$ cat config.mk
export PLATFORM = sky130hd
export DESIGN_NAME = twx_exec
export DESIGN_NICKNAME = d
export VERILOG_FILES = /design/src/common/twx_pkg.sv /design/src/logic/twx_exec.sv /design/src/logic/twx_hold_mem.sv
export VERILOG_INCLUDE_DIRS = /design/src /design/src/common
export SDC_FILE = /design/constraint.sdc
export NUM_CORES = 1
export LEC_CHECK = 0
export BUFFER_PORTS_ARGS = -buffer_cell sky130_fd_sc_hd__buf_4
export CORE_ASPECT_RATIO = 1.25
export CORE_UTILIZATION = 50
export DETAILED_ROUTE_END_ITERATION = 16
export HOLD_SLACK_MARGIN = 0.05
export PLACE_DENSITY_LB_ADDON = 0.05
export SLEW_MARGIN = 20
export SYNTH_ARGS = -nofsm -noshare
export SYNTH_HDL_FRONTEND = slang
export SYNTH_HIERARCHICAL = 1
export SYNTH_SLANG_ARGS = --single-unit
$ cat constraint.sdc
create_clock -name sys_clk -period 8.3 [get_ports sys_clk]
set_input_delay 1.66 -clock sys_clk [delete_from_list [all_inputs] [get_ports sys_clk]]
set_output_delay 1.66 -clock sys_clk [all_outputs]
set_load 0.01 [all_outputs]
$ cat src/common/twx_regs.svh
// reset values, field positions and timing counts of the execute unit
`ifndef TWX_REGS_SVH
`define TWX_REGS_SVH
`define TWX_PHASES          4
`define TWX_PHASE_Q1        2'h0
`define TWX_PHASE_Q2        2'h1
`define TWX_PHASE_Q3        2'h2
`define TWX_PHASE_Q4        2'h3
`define TWX_OP_XOR_LIT_HI   8'h0a
`define TWX_OP_TST_SKIP_HI  7'h33
`define TWX_OP_TBL_WR_HI    14'h0003
`define TWX_TBL_PLAIN       2'h0
`define TWX_TBL_POSTINC     2'h1
`define TWX_TBL_POSTDEC     2'h2
`define TWX_TBL_PREINC      2'h3
`define TWX_ACCESS_SPLIT    8'h60
`define TWX_ACCESS_HI_BANK  4'hf
`define TWX_ACCESS_LO_BANK  4'h0
`define TWX_HOLD_DEPTH      8
`define TWX_RST_W           8'h00
`define TWX_RST_IR          16'hffff
`define TWX_RST_TPTR        22'h000000
`define TWX_RST_BYTE        8'h00
`endif

$ cat src/common/twx_pkg.sv
// types shared by the execute unit
package twx_pkg;
    typedef enum logic [1:0] {
        st_exec,
        st_tbl2,
        st_skip1,
        st_skip2
    } twx_state_t;

    typedef struct packed {
        logic [1:0]  phase;
        twx_state_t  st;
        logic [15:0] ir;
        logic [7:0]  fdata;
        logic [7:0]  tlat;
        logic [7:0]  w;
        logic        flag_n;
        logic        flag_z;
        logic [21:0] tptr;
        logic        discard;
        logic        two_word;
    } twx_regs_t;
endpackage

$ cat src/logic/twx_exec.sv
// execute stage for table write, test-and-skip and xor-literal
//
// What this block does
// RQ1: post-increment table write stores latch at pointer, then pointer plus one.
// RQ2: pre-increment table write adds one first, then stores at new pointer.
// RQ3: table write takes two cycles; second cycle reads latch, loads holding.
// RQ4: test-and-skip decodes 0110 011a plus file address; no flag changes.
// RQ5: zero tested register discards the fetched instruction, runs a nop.
// RQ6: test-and-skip takes one cycle, two when skipping a one-word one.
// RQ7: skipping a two-word instruction inserts two nop cycles, three total.
// RQ8: access bit zero addresses the register through the access bank.
// RQ9: access bit one takes the bank from the bank select register.
// RQ10: extended set with access zero makes addresses up to 95 indexed.
// RQ11: xor-literal xors working register with literal, result back to it.
// RQ12: xor-literal opcode is 0000 1010 high byte, literal low byte.
// RQ13: xor-literal updates only the negative and zero flags.
`timescale 1ns/10ps
`include "twx_regs.svh"
module twx_exec (
    sys_clk,
    rst,
    instr_valid,
    instr_word,
    next_is_two_word,
    ext_set_enable,
    bank_select_register,
    fsr2_value,
    file_data,
    table_latch,
    tptr_load,
    tptr_load_value,
    hold_rd_idx,
    instr_ready,
    cycle_end,
    file_addr,
    discard_fetched,
    nop_active,
    accum,
    flag_n,
    flag_z,
    table_pointer,
    hold_rd_data
);
    input  wire logic        sys_clk;
    input  wire logic        rst;
    input  wire logic        instr_valid;
    input  wire logic [15:0] instr_word;
    input  wire logic        next_is_two_word;
    input  wire logic        ext_set_enable;
    input  wire logic [3:0]  bank_select_register;
    input  wire logic [11:0] fsr2_value;
    input  wire logic [7:0]  file_data;
    input  wire logic [7:0]  table_latch;
    input  wire logic        tptr_load;
    input  wire logic [21:0] tptr_load_value;
    input  wire logic [2:0]  hold_rd_idx;
    output logic             instr_ready;
    output logic             cycle_end;
    output logic      [11:0] file_addr;
    output logic             discard_fetched;
    output logic             nop_active;
    output logic      [7:0]  accum;
    output logic             flag_n;
    output logic             flag_z;
    output logic      [21:0] table_pointer;
    output logic      [7:0]  hold_rd_data;

    twx_pkg::twx_regs_t r_reg;
    twx_pkg::twx_regs_t r_next;

    logic       hold_wr_en;
    logic [2:0] hold_wr_idx;
    logic       take;
    logic       commit;

    function automatic logic is_xor_lit(input logic [15:0] iw);
        is_xor_lit = (iw[15:8] == `TWX_OP_XOR_LIT_HI); // RQ12
    endfunction

    function automatic logic is_tst_skip(input logic [15:0] iw);
        is_tst_skip = (iw[15:9] == `TWX_OP_TST_SKIP_HI); // RQ4
    endfunction

    function automatic logic is_tbl_wr(input logic [15:0] iw);
        is_tbl_wr = (iw[15:2] == `TWX_OP_TBL_WR_HI);
    endfunction

    // operand address from file field, access bit and bank state
    function automatic logic [11:0] form_addr(
        input logic [7:0]  f,
        input logic        a,
        input logic        ext,
        input logic [3:0]  bank,
        input logic [11:0] fsr2
    );
        if (a) begin
            form_addr = {bank, f}; // RQ9
        end else if (ext && (f < `TWX_ACCESS_SPLIT)) begin
            form_addr = fsr2 + {4'h0, f}; // RQ10
        end else if (f < `TWX_ACCESS_SPLIT) begin
            form_addr = {`TWX_ACCESS_LO_BANK, f}; // RQ8
        end else begin
            form_addr = {`TWX_ACCESS_HI_BANK, f}; // RQ8
        end
    endfunction

    assign take        = (r_reg.st == twx_pkg::st_exec) &&
                         (r_reg.phase == `TWX_PHASE_Q1) && instr_valid;
    assign commit      = (r_reg.st == twx_pkg::st_exec) &&
                         (r_reg.phase == `TWX_PHASE_Q4);
    assign instr_ready = (r_reg.st == twx_pkg::st_exec) &&
                         (r_reg.phase == `TWX_PHASE_Q1);
    assign cycle_end   = (r_reg.phase == `TWX_PHASE_Q4);
    assign file_addr   = form_addr(r_reg.ir[7:0], r_reg.ir[8],
                                   ext_set_enable, bank_select_register,
                                   fsr2_value);
    assign discard_fetched = r_reg.discard;
    assign nop_active  = (r_reg.st == twx_pkg::st_skip1) ||
                         (r_reg.st == twx_pkg::st_skip2);
    assign accum         = r_reg.w;
    assign flag_n        = r_reg.flag_n;
    assign flag_z        = r_reg.flag_z;
    assign table_pointer = r_reg.tptr;

    // holding write lands in the last phase of the second cycle
    assign hold_wr_en  = (r_reg.st == twx_pkg::st_tbl2) &&
                         (r_reg.phase == `TWX_PHASE_Q4); // RQ3
    assign hold_wr_idx = (r_reg.ir[1:0] == `TWX_TBL_PREINC) ?
                         r_reg.tptr[2:0] + 3'h1 : // RQ2
                         r_reg.tptr[2:0]; // RQ1

    always_comb begin
        r_next         = r_reg;
        r_next.phase   = r_reg.phase + 2'h1;
        r_next.discard = 1'b0;
        if (tptr_load) begin
            r_next.tptr = tptr_load_value;
        end
        unique case (r_reg.st)
            twx_pkg::st_exec: begin
                if (take) begin
                    r_next.ir = instr_word;
                    r_next.two_word = 1'b0;
                end else if (r_reg.phase == `TWX_PHASE_Q1) begin
                    // no instruction: hold an opcode that decodes to nothing
                    r_next.ir = `TWX_RST_IR;
                end
                if (r_reg.phase == `TWX_PHASE_Q2) begin
                    r_next.fdata = file_data;
                end
                if (r_reg.phase == `TWX_PHASE_Q3) begin
                    r_next.two_word = next_is_two_word;
                end
                if (commit && is_xor_lit(r_reg.ir)) begin
                    r_next.w      = r_reg.w ^ r_reg.ir[7:0]; // RQ11
                    r_next.flag_n = r_next.w[7]; // RQ13
                    r_next.flag_z = (r_next.w == `TWX_RST_W); // RQ13
                end
                if (commit && is_tst_skip(r_reg.ir) &&
                    (r_reg.fdata == `TWX_RST_BYTE)) begin
                    r_next.discard = 1'b1; // RQ5
                    r_next.st = r_reg.two_word ?
                                twx_pkg::st_skip2 :
                                twx_pkg::st_skip1; // RQ6 RQ7
                end
                if (commit && is_tbl_wr(r_reg.ir)) begin
                    r_next.st = twx_pkg::st_tbl2; // RQ3
                end
            end
            twx_pkg::st_tbl2: begin
                if (r_reg.phase == `TWX_PHASE_Q2) begin
                    r_next.tlat = table_latch; // RQ3
                end
                if (hold_wr_en) begin
                    unique case (r_reg.ir[1:0])
                        `TWX_TBL_PLAIN:   r_next.tptr = r_reg.tptr;
                        `TWX_TBL_POSTINC: r_next.tptr = r_reg.tptr + 22'h1;
                        `TWX_TBL_POSTDEC: r_next.tptr = r_reg.tptr - 22'h1;
                        `TWX_TBL_PREINC:  r_next.tptr = r_reg.tptr + 22'h1;
                    endcase
                    r_next.st = twx_pkg::st_exec;
                end
            end
            twx_pkg::st_skip2: begin
                // second word of the skipped instruction burns one more nop
                if (r_reg.phase == `TWX_PHASE_Q4) begin
                    r_next.st = twx_pkg::st_skip1; // RQ7
                end
            end
            twx_pkg::st_skip1: begin
                if (r_reg.phase == `TWX_PHASE_Q4) begin
                    r_next.st = twx_pkg::st_exec; // RQ6
                end
            end
        endcase
    end

    always_ff @(posedge sys_clk) begin
        if (rst) begin
            r_reg.phase    <= `TWX_PHASE_Q1;
            r_reg.st       <= twx_pkg::st_exec;
            r_reg.ir       <= `TWX_RST_IR;
            r_reg.fdata    <= `TWX_RST_BYTE;
            r_reg.tlat     <= `TWX_RST_BYTE;
            r_reg.w        <= `TWX_RST_W;
            r_reg.flag_n   <= 1'b0;
            r_reg.flag_z   <= 1'b0;
            r_reg.tptr     <= `TWX_RST_TPTR;
            r_reg.discard  <= 1'b0;
            r_reg.two_word <= 1'b0;
        end else begin
            r_reg <= r_next;
        end
    end

    twx_hold_mem u_hold (
        .sys_clk (sys_clk),
        .rst     (rst),
        .wr_en   (hold_wr_en),
        .wr_idx  (hold_wr_idx),
        .wr_data (r_reg.tlat),
        .rd_idx  (hold_rd_idx),
        .rd_data (hold_rd_data)
    );

    // helpers watched only by the checks below
    logic       tbl_take;
    logic       tst_zero_commit;
    logic       xor_commit;
    logic       post_wr;
    logic       pre_wr;
    logic [7:0] lit;
    assign tbl_take = take && is_tbl_wr(instr_word);
    assign tst_zero_commit = commit && is_tst_skip(r_reg.ir) &&
                             (r_reg.fdata == `TWX_RST_BYTE);
    assign xor_commit = commit && is_xor_lit(r_reg.ir);
    assign post_wr = hold_wr_en && (r_reg.ir[1:0] == `TWX_TBL_POSTINC);
    assign pre_wr  = hold_wr_en && (r_reg.ir[1:0] == `TWX_TBL_PREINC);
    assign lit     = r_reg.ir[7:0];
endmodule

$ cat src/logic/twx_hold_mem.sv
// holding register array for table writes, registered read port
`timescale 1ns/10ps
`include "twx_regs.svh"
module twx_hold_mem (
    sys_clk,
    rst,
    wr_en,
    wr_idx,
    wr_data,
    rd_idx,
    rd_data
);
    input  wire logic       sys_clk;
    input  wire logic       rst;
    input  wire logic       wr_en;
    input  wire logic [2:0] wr_idx;
    input  wire logic [7:0] wr_data;
    input  wire logic [2:0] rd_idx;
    output logic      [7:0] rd_data;

    logic [7:0] mem [0:`TWX_HOLD_DEPTH-1];

    // erased flash reads ones, so the array need not be reset
    always_ff @(posedge sys_clk) begin
        if (wr_en) begin
            mem[wr_idx] <= wr_data;
        end
    end

    always_ff @(posedge sys_clk) begin
        if (rst) begin
            rd_data <= `TWX_RST_BYTE;
        end else begin
            rd_data <= mem[rd_idx];
        end
    end
endmodule

==> results of run 1 <==
cells by family after synthesis:
logic type                 count (synthesis)
and+or+nand+nor                          328
DFF                                      141
xor gates and xnor gates                  32
AOI/OAI and AO/OA                        184
adders and majority gates                 22
buffers and inverters                    109
muxes                                     39
path summary, 6_finish.rpt:
check / from / to / slack, ns / cells after the start
max: fsr2_value[0] / file_addr[10] / 2.91 / 12
min: r_reg[43] / r_reg[43] / 0.46 / 2
max reg2reg: lit[0] / table_pointer[20] / 4.26 / 11
min reg2reg: r_reg[43] / r_reg[43] / 0.46 / 2
final cells by class:
class,count,share of cell area (%)
repair buffers,140,11.1
inverters,16,0.635
multi-input cells,605,42.4
well taps,212,2.81
flip-flops and latches,141,36.7
clock inverters,15,1.87
clock buffers,17,4.50
layer usage:
layer	vias to the layer above	GRT usage, %	part of all wire [%]
met5	-	0	0
li1	3219	-	-
met3	33	6.37	6.3
met4	0	10.5	2.3
met1	3119	31.5	43
met2	204	41.0	48
per-stage QoR:
step / setup WS (ns) / util, % / hold WS, ns / cell area, um2 / cells
after global placement: 2.95 / 56.6 / 0.440 / 8850 / 1114
after global routing: 2.78 / 60.5 / 0.479 / 9450 / 1146
final: 2.91 / 60.5 / 0.455 / 9450 / 1146
after CTS: 2.91 / 60.5 / 0.458 / 9450 / 1146
after detailed placement: 2.92 / 56.6 / 0.449 / 8850 / 1114
after floorplan: 3.26 / - / 0.431 / 8050 / 855
cells in the mapped netlist (4+ instances only):
library cell,count
sky130_fd_sc_hd__a2111oi_0,4
sky130_fd_sc_hd__a211o_1,6
sky130_fd_sc_hd__a211oi_1,8
sky130_fd_sc_hd__a21o_1,8
sky130_fd_sc_hd__a21oi_1,42
sky130_fd_sc_hd__a22oi_1,9
sky130_fd_sc_hd__a31oi_1,11
sky130_fd_sc_hd__and2_1,6
sky130_fd_sc_hd__and3_1,8
sky130_fd_sc_hd__buf_1,4
sky130_fd_sc_hd__buf_2,12
sky130_fd_sc_hd__buf_4,33
sky130_fd_sc_hd__clkbuf_1,41
sky130_fd_sc_hd__dfxtp_1,77
sky130_fd_sc_hd__edfxtp_1,64
sky130_fd_sc_hd__ha_1,20
sky130_fd_sc_hd__inv_1,15
sky130_fd_sc_hd__mux2i_1,21
sky130_fd_sc_hd__mux4_1,6
sky130_fd_sc_hd__mux4_2,10
sky130_fd_sc_hd__nand2_1,74
sky130_fd_sc_hd__nand2b_1,7
sky130_fd_sc_hd__nand3_1,29
sky130_fd_sc_hd__nand4_1,4
sky130_fd_sc_hd__nor2_1,113
sky130_fd_sc_hd__nor2b_1,4
sky130_fd_sc_hd__nor3_1,18
sky130_fd_sc_hd__nor3b_1,21
sky130_fd_sc_hd__nor4_1,12
sky130_fd_sc_hd__o21ai_0,29
sky130_fd_sc_hd__o21bai_1,19
sky130_fd_sc_hd__o22ai_1,8
sky130_fd_sc_hd__o31ai_1,5
sky130_fd_sc_hd__or2_2,4
sky130_fd_sc_hd__or3_1,13
sky130_fd_sc_hd__or4_1,4
sky130_fd_sc_hd__xnor2_1,11
sky130_fd_sc_hd__xor2_1,21
cell usage in the layout, fill, tap and decap left out, types with 5 or more instances in the layout:
cell and n:
sky130_fd_sc_hd__buf_4 140, sky130_fd_sc_hd__nor2_1 113, sky130_fd_sc_hd__dfxtp_1 76, sky130_fd_sc_hd__nand2_1 74
sky130_fd_sc_hd__edfxtp_1 64, sky130_fd_sc_hd__a21oi_1 42, sky130_fd_sc_hd__o21ai_0 29, sky130_fd_sc_hd__nand3_1 29
sky130_fd_sc_hd__nor3b_1 21, sky130_fd_sc_hd__xor2_1 21, sky130_fd_sc_hd__mux2i_1 21, sky130_fd_sc_hd__ha_1 20
sky130_fd_sc_hd__o21bai_1 19, sky130_fd_sc_hd__nor3_1 18, sky130_fd_sc_hd__clkbuf_16 17, sky130_fd_sc_hd__inv_1 15
sky130_fd_sc_hd__or3_1 13, sky130_fd_sc_hd__nor4_1 12, sky130_fd_sc_hd__xnor2_1 11, sky130_fd_sc_hd__a31oi_1 11
sky130_fd_sc_hd__mux4_2 10, sky130_fd_sc_hd__a22oi_1 9, sky130_fd_sc_hd__a21o_1 8, sky130_fd_sc_hd__a211oi_1 8
sky130_fd_sc_hd__o22ai_1 8, sky130_fd_sc_hd__and3_1 8, sky130_fd_sc_hd__nand2b_1 7, sky130_fd_sc_hd__inv_6 7
sky130_fd_sc_hd__and2_1 6, sky130_fd_sc_hd__a211o_1 6, sky130_fd_sc_hd__mux4_1 6, sky130_fd_sc_hd__o31ai_1 5
tightest hold or removal path: cells and delay by family (launching register included):
family	cells	cell delay [ns]
compound gates	1	0.05
flops	1	0.31
simple gates	1	0.05
power breakdown:
part / total, mW / switching, mW / internal [mW] / leakage, nW
Sequential: 0.766 / 0.0291 / 0.737 / 1.26
Clock: 0.775 / 0.323 / 0.453 / 0.287
Combinational: 0.222 / 0.116 / 0.105 / 2.33
==> reports/results.ini, run 1 <==
[run_status]
run_status = completed

[cells_and_area]
layout-drive-gt1-share_pct = 20.8
syn2layout_area_growth_pct = 17.5
largest_register_ffs = 64
fillerInstances = 1340
multi_input_comb_area_mm2 = 0.00401
final_net_count = 1021
seq_area_mm2 = 0.00346
n_antenna_cell = 0

[placed_design]
routability_congestion_estimate = 0.917
port_buffers = 134
dp.final_hpwl_mm = 14.1

[run]
max-cap-violations = 0

[routing]
route.detailed.vias_per_inst = 5.74
via_count = 6575
ant_nets = 0
detail_route.wl_per_cell_um = 17.5
detailedRoute.firstPassIterationCount = 5
drc = 0
route.final.wire_length_mm = 20.1
first_drt_iteration_drcs = 511

[clock_tree]
clock_sink_count = 141
clk_transition_reported_paths_ns = 0.06
numCtsBuffers = 17
clock_insertion_delay_worst_skew_ns = 0.42
clock_path_buffers = 2
cts_tree = built
post_cts_resized = 0
holdBufCountCts = 0
cts-root-buf = sky130_fd_sc_hd__clkbuf_16
clock_tree.htree_level_count = 4
post_cts_setup_repair_buffer_count = 0

[synth]
synth-xor-area-share_pct = 3.48
yosys.area.top_type_share_pct = 23.9
yosys_register_bits = 141
yosys-mux-area-fraction_pct = 7.65
post_synth_and_or_nand_nor_area_fraction_pct = 19.7
share_of_the_synthesized_area_in_compound_gates_ao_oa_aoi_oai_pct = 15.5
async_reset_ff_share_pct = 0
synth_area_leader_cell = sky130_fd_sc_hd__edfxtp_1
post_synth_main_area_contributors = sky130_fd_sc_hd__edfxtp_1 24%, sky130_fd_sc_hd__dfxtp_1 19%, sky130_fd_sc_hd__nor2_1 5.3%
synthesis.nets = 955
synth_enable_flop_cells = 64
synth_seq_area_share_pct = 43.0
post_synth_fa_ha_maj_area_fraction_pct = 3.48
synth.lib_cells_used.distinct = 76
synth_top_family_by_area = simple AND/OR/NAND/NOR gates
postSynthAreaPerCell_um2 = 9.41
yosys_most_used_dff = sky130_fd_sc_hd__dfxtp_1
synthesis.area_mm2 = 0.00805
ys_warn_count = 6
post_synthesis_cell_count = 855

[floorplanning]
row_count = 51
core-area_mm2 = 0.0156
die_h_um = 144
die_area_mm2 = 0.0166
ios = 135
initial_utilization_pct = 51.5
floorplan.die.width_um = 115

[global_route]
groute.usage.overall_pct = 25.1
antenna_violations_before_repair = 0
grt_pass1_wl_mm = 31.7
first_global_vias = 6282
grt_max_degree = 81
grt.overflow.total = 0

[timing]
fmaxAchievable_mhz = 186
timing.final.max_slew_violations = 0
unrepaired_setup_endpoints_after_global_routing = false
post-route-min-period_ns = 5.39
timing_worst_slew_pin_value_ns = 0.839
final.setup_skew_ns = 0.00594
timing_hold_violations_final = 0
finalSetupViolations = 0
slew-limit-headroom_pct = 43.9
tns_ns = 0
final.period_utilization_pct = 64.9

[setup_path]
start_kind = primary input
critical_path_peak_fanout = 4
timing.setup.critical_path_class = primary input to output pin
end_kind = output pin
cp_num_buf_inv = 3
critical_path.top_delay_family = compound AO/OA/AOI/OAI gates
critical_path.max_stage_delay_ns = 0.39
worst_path_max_delay_cell = sky130_fd_sc_hd__fa_1
cp_cell_sequence = buf_4 -> ha_1 -> inv_1 -> fa_1 -> nor2b_1 -> o21ai_0 -> a21oi_1 -> o21ai_0 -> a21o_1 -> a2111o_1 -> nand3_1 -> buf_4
crit_arrival_ns = 3.73
crit_required_ns = 6.64

[pwr]
power_density_mw_per_mm2 = 187
report.power.total_mw = 1.76
largest_vdd_supply_drop_mv = 0.130
total_leakage_power_nw = 3.88

[min_path]
timing.hold.worst.class = flip-flop to flip-flop

(Power assumes the default switching activity.)
==> run 2, diff against run 1 <==
--- a/config.mk
+++ b/config.mk
@@ -6,6 +6,7 @@
 export SDC_FILE = /design/constraint.sdc
 export NUM_CORES = 1
 export LEC_CHECK = 0
+export ABC_AREA = 1
 export BUFFER_PORTS_ARGS = -buffer_cell sky130_fd_sc_hd__buf_4
 export CORE_ASPECT_RATIO = 1.25
 export CORE_UTILIZATION = 50
==> constraint.sdc (replaced) <==
create_clock -name sys_clk -period 4.4 [get_ports sys_clk]
set_input_delay 0.88 -clock sys_clk [delete_from_list [all_inputs] [get_ports sys_clk]]
set_output_delay 0.88 -clock sys_clk [all_outputs]
set_load 0.01 [all_outputs]
==> run 2 against run 1 <==
Against the previous run:
- register-to-register slack got worse by 2.9 ns
- worst hold slack improved by 0.017 ns
- sequential power grew 87%
- combinational power grew 110%
- count of clock-buffer cells in the layout grew 5
- highest routed layer unchanged
==> reports/results.ini, run 2 <==
[run_status]
run_status = completed

[floorplanning]
ios = 135
initial_utilization_pct = 51.2
die_area_mm2 = 0.0178
die_h_um = 149
core-area_mm2 = 0.0168
floorplan.die.width_um = 119
row_count = 53

[pwr]
total_leakage_power_nw = 4.81
switching_pwr_mw = 0.862
power_density_mw_per_mm2 = 332
internal-power_mw = 2.48
clock_power_share_pct = 43.6
share_seq_of_total_power_pct = 42.8
largest_vdd_supply_drop_mv = 0.253
power_switching_share_pct = 25.8
share_comb_of_total_power_pct = 13.7

[cells_and_area]
largest_register_ffs = 64
most_common_library_cell_in_the_layout_ignoring_fill_and_taps = sky130_fd_sc_hd__nand2_1
final_core_util_pct = 59.7
syn2layout_area_growth_pct = 16.6
top_library_cells_by_usage_in_the_layout_fill_and_taps_aside = 321 x sky130_fd_sc_hd__nand2_1, 161 x sky130_fd_sc_hd__inv_1, 136 x sky130_fd_sc_hd__buf_4, 104 x sky130_fd_sc_hd__nor2_1, 90 x sky130_fd_sc_hd__nand3_1
layout-drive-gt1-share_pct = 19.2
n_antenna_cell = 0
post_layout_instance_count_excluding_filler_cells = 1493
final_net_count = 1361

[synth]
synthesis.nets = 1276
post_synth_main_area_contributors = sky130_fd_sc_hd__edfxtp_1 22%, sky130_fd_sc_hd__dfxtp_1 18%, sky130_fd_sc_hd__nand2_1 14%
synth.cells.most_frequent = 321 x sky130_fd_sc_hd__nand2_1, 161 x sky130_fd_sc_hd__inv_1, 104 x sky130_fd_sc_hd__nor2_1
postSynthAreaPerCell_um2 = 7.33
post_synthesis_cell_count = 1176
synthesis.area_mm2 = 0.00862
synth_enable_flop_cells = 64
yosys_register_bits = 141
ys_warn_count = 6
yosysMostFrequentCell = sky130_fd_sc_hd__nand2_1
yosys_most_used_dff = sky130_fd_sc_hd__dfxtp_1
async_reset_ff_share_pct = 0
synth.lib_cells_used.distinct = 46
yosys.area.top_type_share_pct = 22.3
synth_area_leader_cell = sky130_fd_sc_hd__edfxtp_1
synth_seq_area_share_pct = 40.2

[placed_design]
port_buffers = 134
post-place-ws_ns = 0.879
placedCellCount = 1462
dp.final_hpwl_mm = 15.7
routability_congestion_estimate = 0.909

[timing]
timing_hold_violations_final = 0
timing.final.max_slew_violations = 0
post-route-worst-setup-slack_ns = 0.832
slew-limit-headroom_pct = 35.4
fmaxAchievable_mhz = 280
finalSetupViolations = 0
final.setup_skew_ns = 0.00969
unrepaired_setup_endpoints_after_global_routing = false
finalHoldWorstSlack_ns = 0.472
timing_worst_slew_pin_value_ns = 0.966
final.period_utilization_pct = 81.1
post-route-min-period_ns = 3.57
tns_ns = 0

[routing]
wl_met3_um = 831
wl_met1_mm = 9.22
detail_route.wl_per_cell_um = 14.5
route.detailed.vias_per_inst = 5.09
first_drt_iteration_drcs = 491
route.final.wire_length_mm = 21.7
detailedRoute.firstPassIterationCount = 5
detailroute.wirelength.met2_mm = 11.2
drc = 0
via_count = 7601
uppermost_layer_routed = met4
ant_nets = 0

[global_route]
grt.overflow.total = 0
groute.usage.overall_pct = 25.4
antenna_violations_before_repair = 0
grt_max_degree = 34
first_global_vias = 7187
grt_pass1_wl_mm = 35.0

[clock_tree]
clock_path_buffers = 2
holdBufCountCts = 0
clock_sink_count = 141
clock_tree.htree_level_count = 4
numCtsBuffers = 17
cts_tree = built
post_cts_setup_repair_buffer_count = 0
clk_transition_reported_paths_ns = 0.06
cts-root-buf = sky130_fd_sc_hd__clkbuf_16
post_cts_resized = 0
clock_insertion_delay_worst_skew_ns = 0.43

[min_path]
timing.hold.worst_path_depth = 1
timing.hold.worst.class = flip-flop to flip-flop

[setup_path]
crit_arrival_ns = 2.69
critical_path_peak_fanout = 5
crit_required_ns = 3.52
reg2reg_depth = 6
end_kind = output pin
timing.setup.critical_path_class = primary input to output pin
start_kind = primary input

[run]
max-cap-violations = 0

## run 2: power groups by stage
stage | clock (mW) | combinational [mW] | sequential, mW
floorplan | 0 | 0.320 | 1.45
global route | 1.54 | 0.512 | 1.43
global placement | 0 | 0.451 | 1.46
finish | 1.46 | 0.456 | 1.43
CTS | 1.48 | 0.458 | 1.43
detailed placement | 0 | 0.456 | 1.46
## run 2: critical path, stage by stage
cell,delay (ns)
sky130_fd_sc_hd__buf_4,0.11
sky130_fd_sc_hd__ha_1,0.36
sky130_fd_sc_hd__a21oi_1,0.17
sky130_fd_sc_hd__nand2_1,0.11
sky130_fd_sc_hd__a21oi_1,0.20
sky130_fd_sc_hd__o21ai_0,0.15
sky130_fd_sc_hd__inv_1,0.07
sky130_fd_sc_hd__nor2_1,0.05
sky130_fd_sc_hd__o21ai_0,0.16
sky130_fd_sc_hd__nand2_1,0.06
sky130_fd_sc_hd__o21ai_0,0.20
sky130_fd_sc_hd__buf_4,0.16
## run 2: per-layer routing
layer | track usage [%] | vias up
li1 | - | 3908
met1 | 30.1 | 3507
met3 | 4.78 | 33
met5 | 0 | -
met2 | 46.0 | 153
met4 | 8.19 | 0
## run 2: area by class of cell
class	instances	area, um2
clock inverter	9	93.8
clock buffer	22	518
sequential	141	3460
multi-input combinational	792	4030
fill	1667	6790
inverter	173	652
timing repair buffer	136	1020
tap	220	275
## run 2: per-stage QoR
step / power, mW / area (um2)
5_1_grt: 3.49 / 10100
3_5_place_dp: 1.91 / 9440
3_3_place_gp: 1.91 / 9440
4_1_cts: 3.36 / 10100
2_1_floorplan: 1.77 / 8620
6_report: 3.34 / 10100
## run 2: kinds of logic after synthesis
kind of cell,share of synthesized area [%]
xor+xnor,1.83
buf+inv,13.1
compound gates,11.0
fa+ha+maj,3.14
flops,40.2
simple gates,30.8
## run 2: path summary, 6_finish.rpt
kind	from	end	slack, ns
setup / recovery	fsr2_value[2]	file_addr[9]	0.83
hold / removal	r_reg[68]	r_reg[68]	0.47
setup reg to reg	r_reg[66]	u_hold/mem[7][7]	1.38
hold reg to reg	r_reg[68]	r_reg[68]	0.47
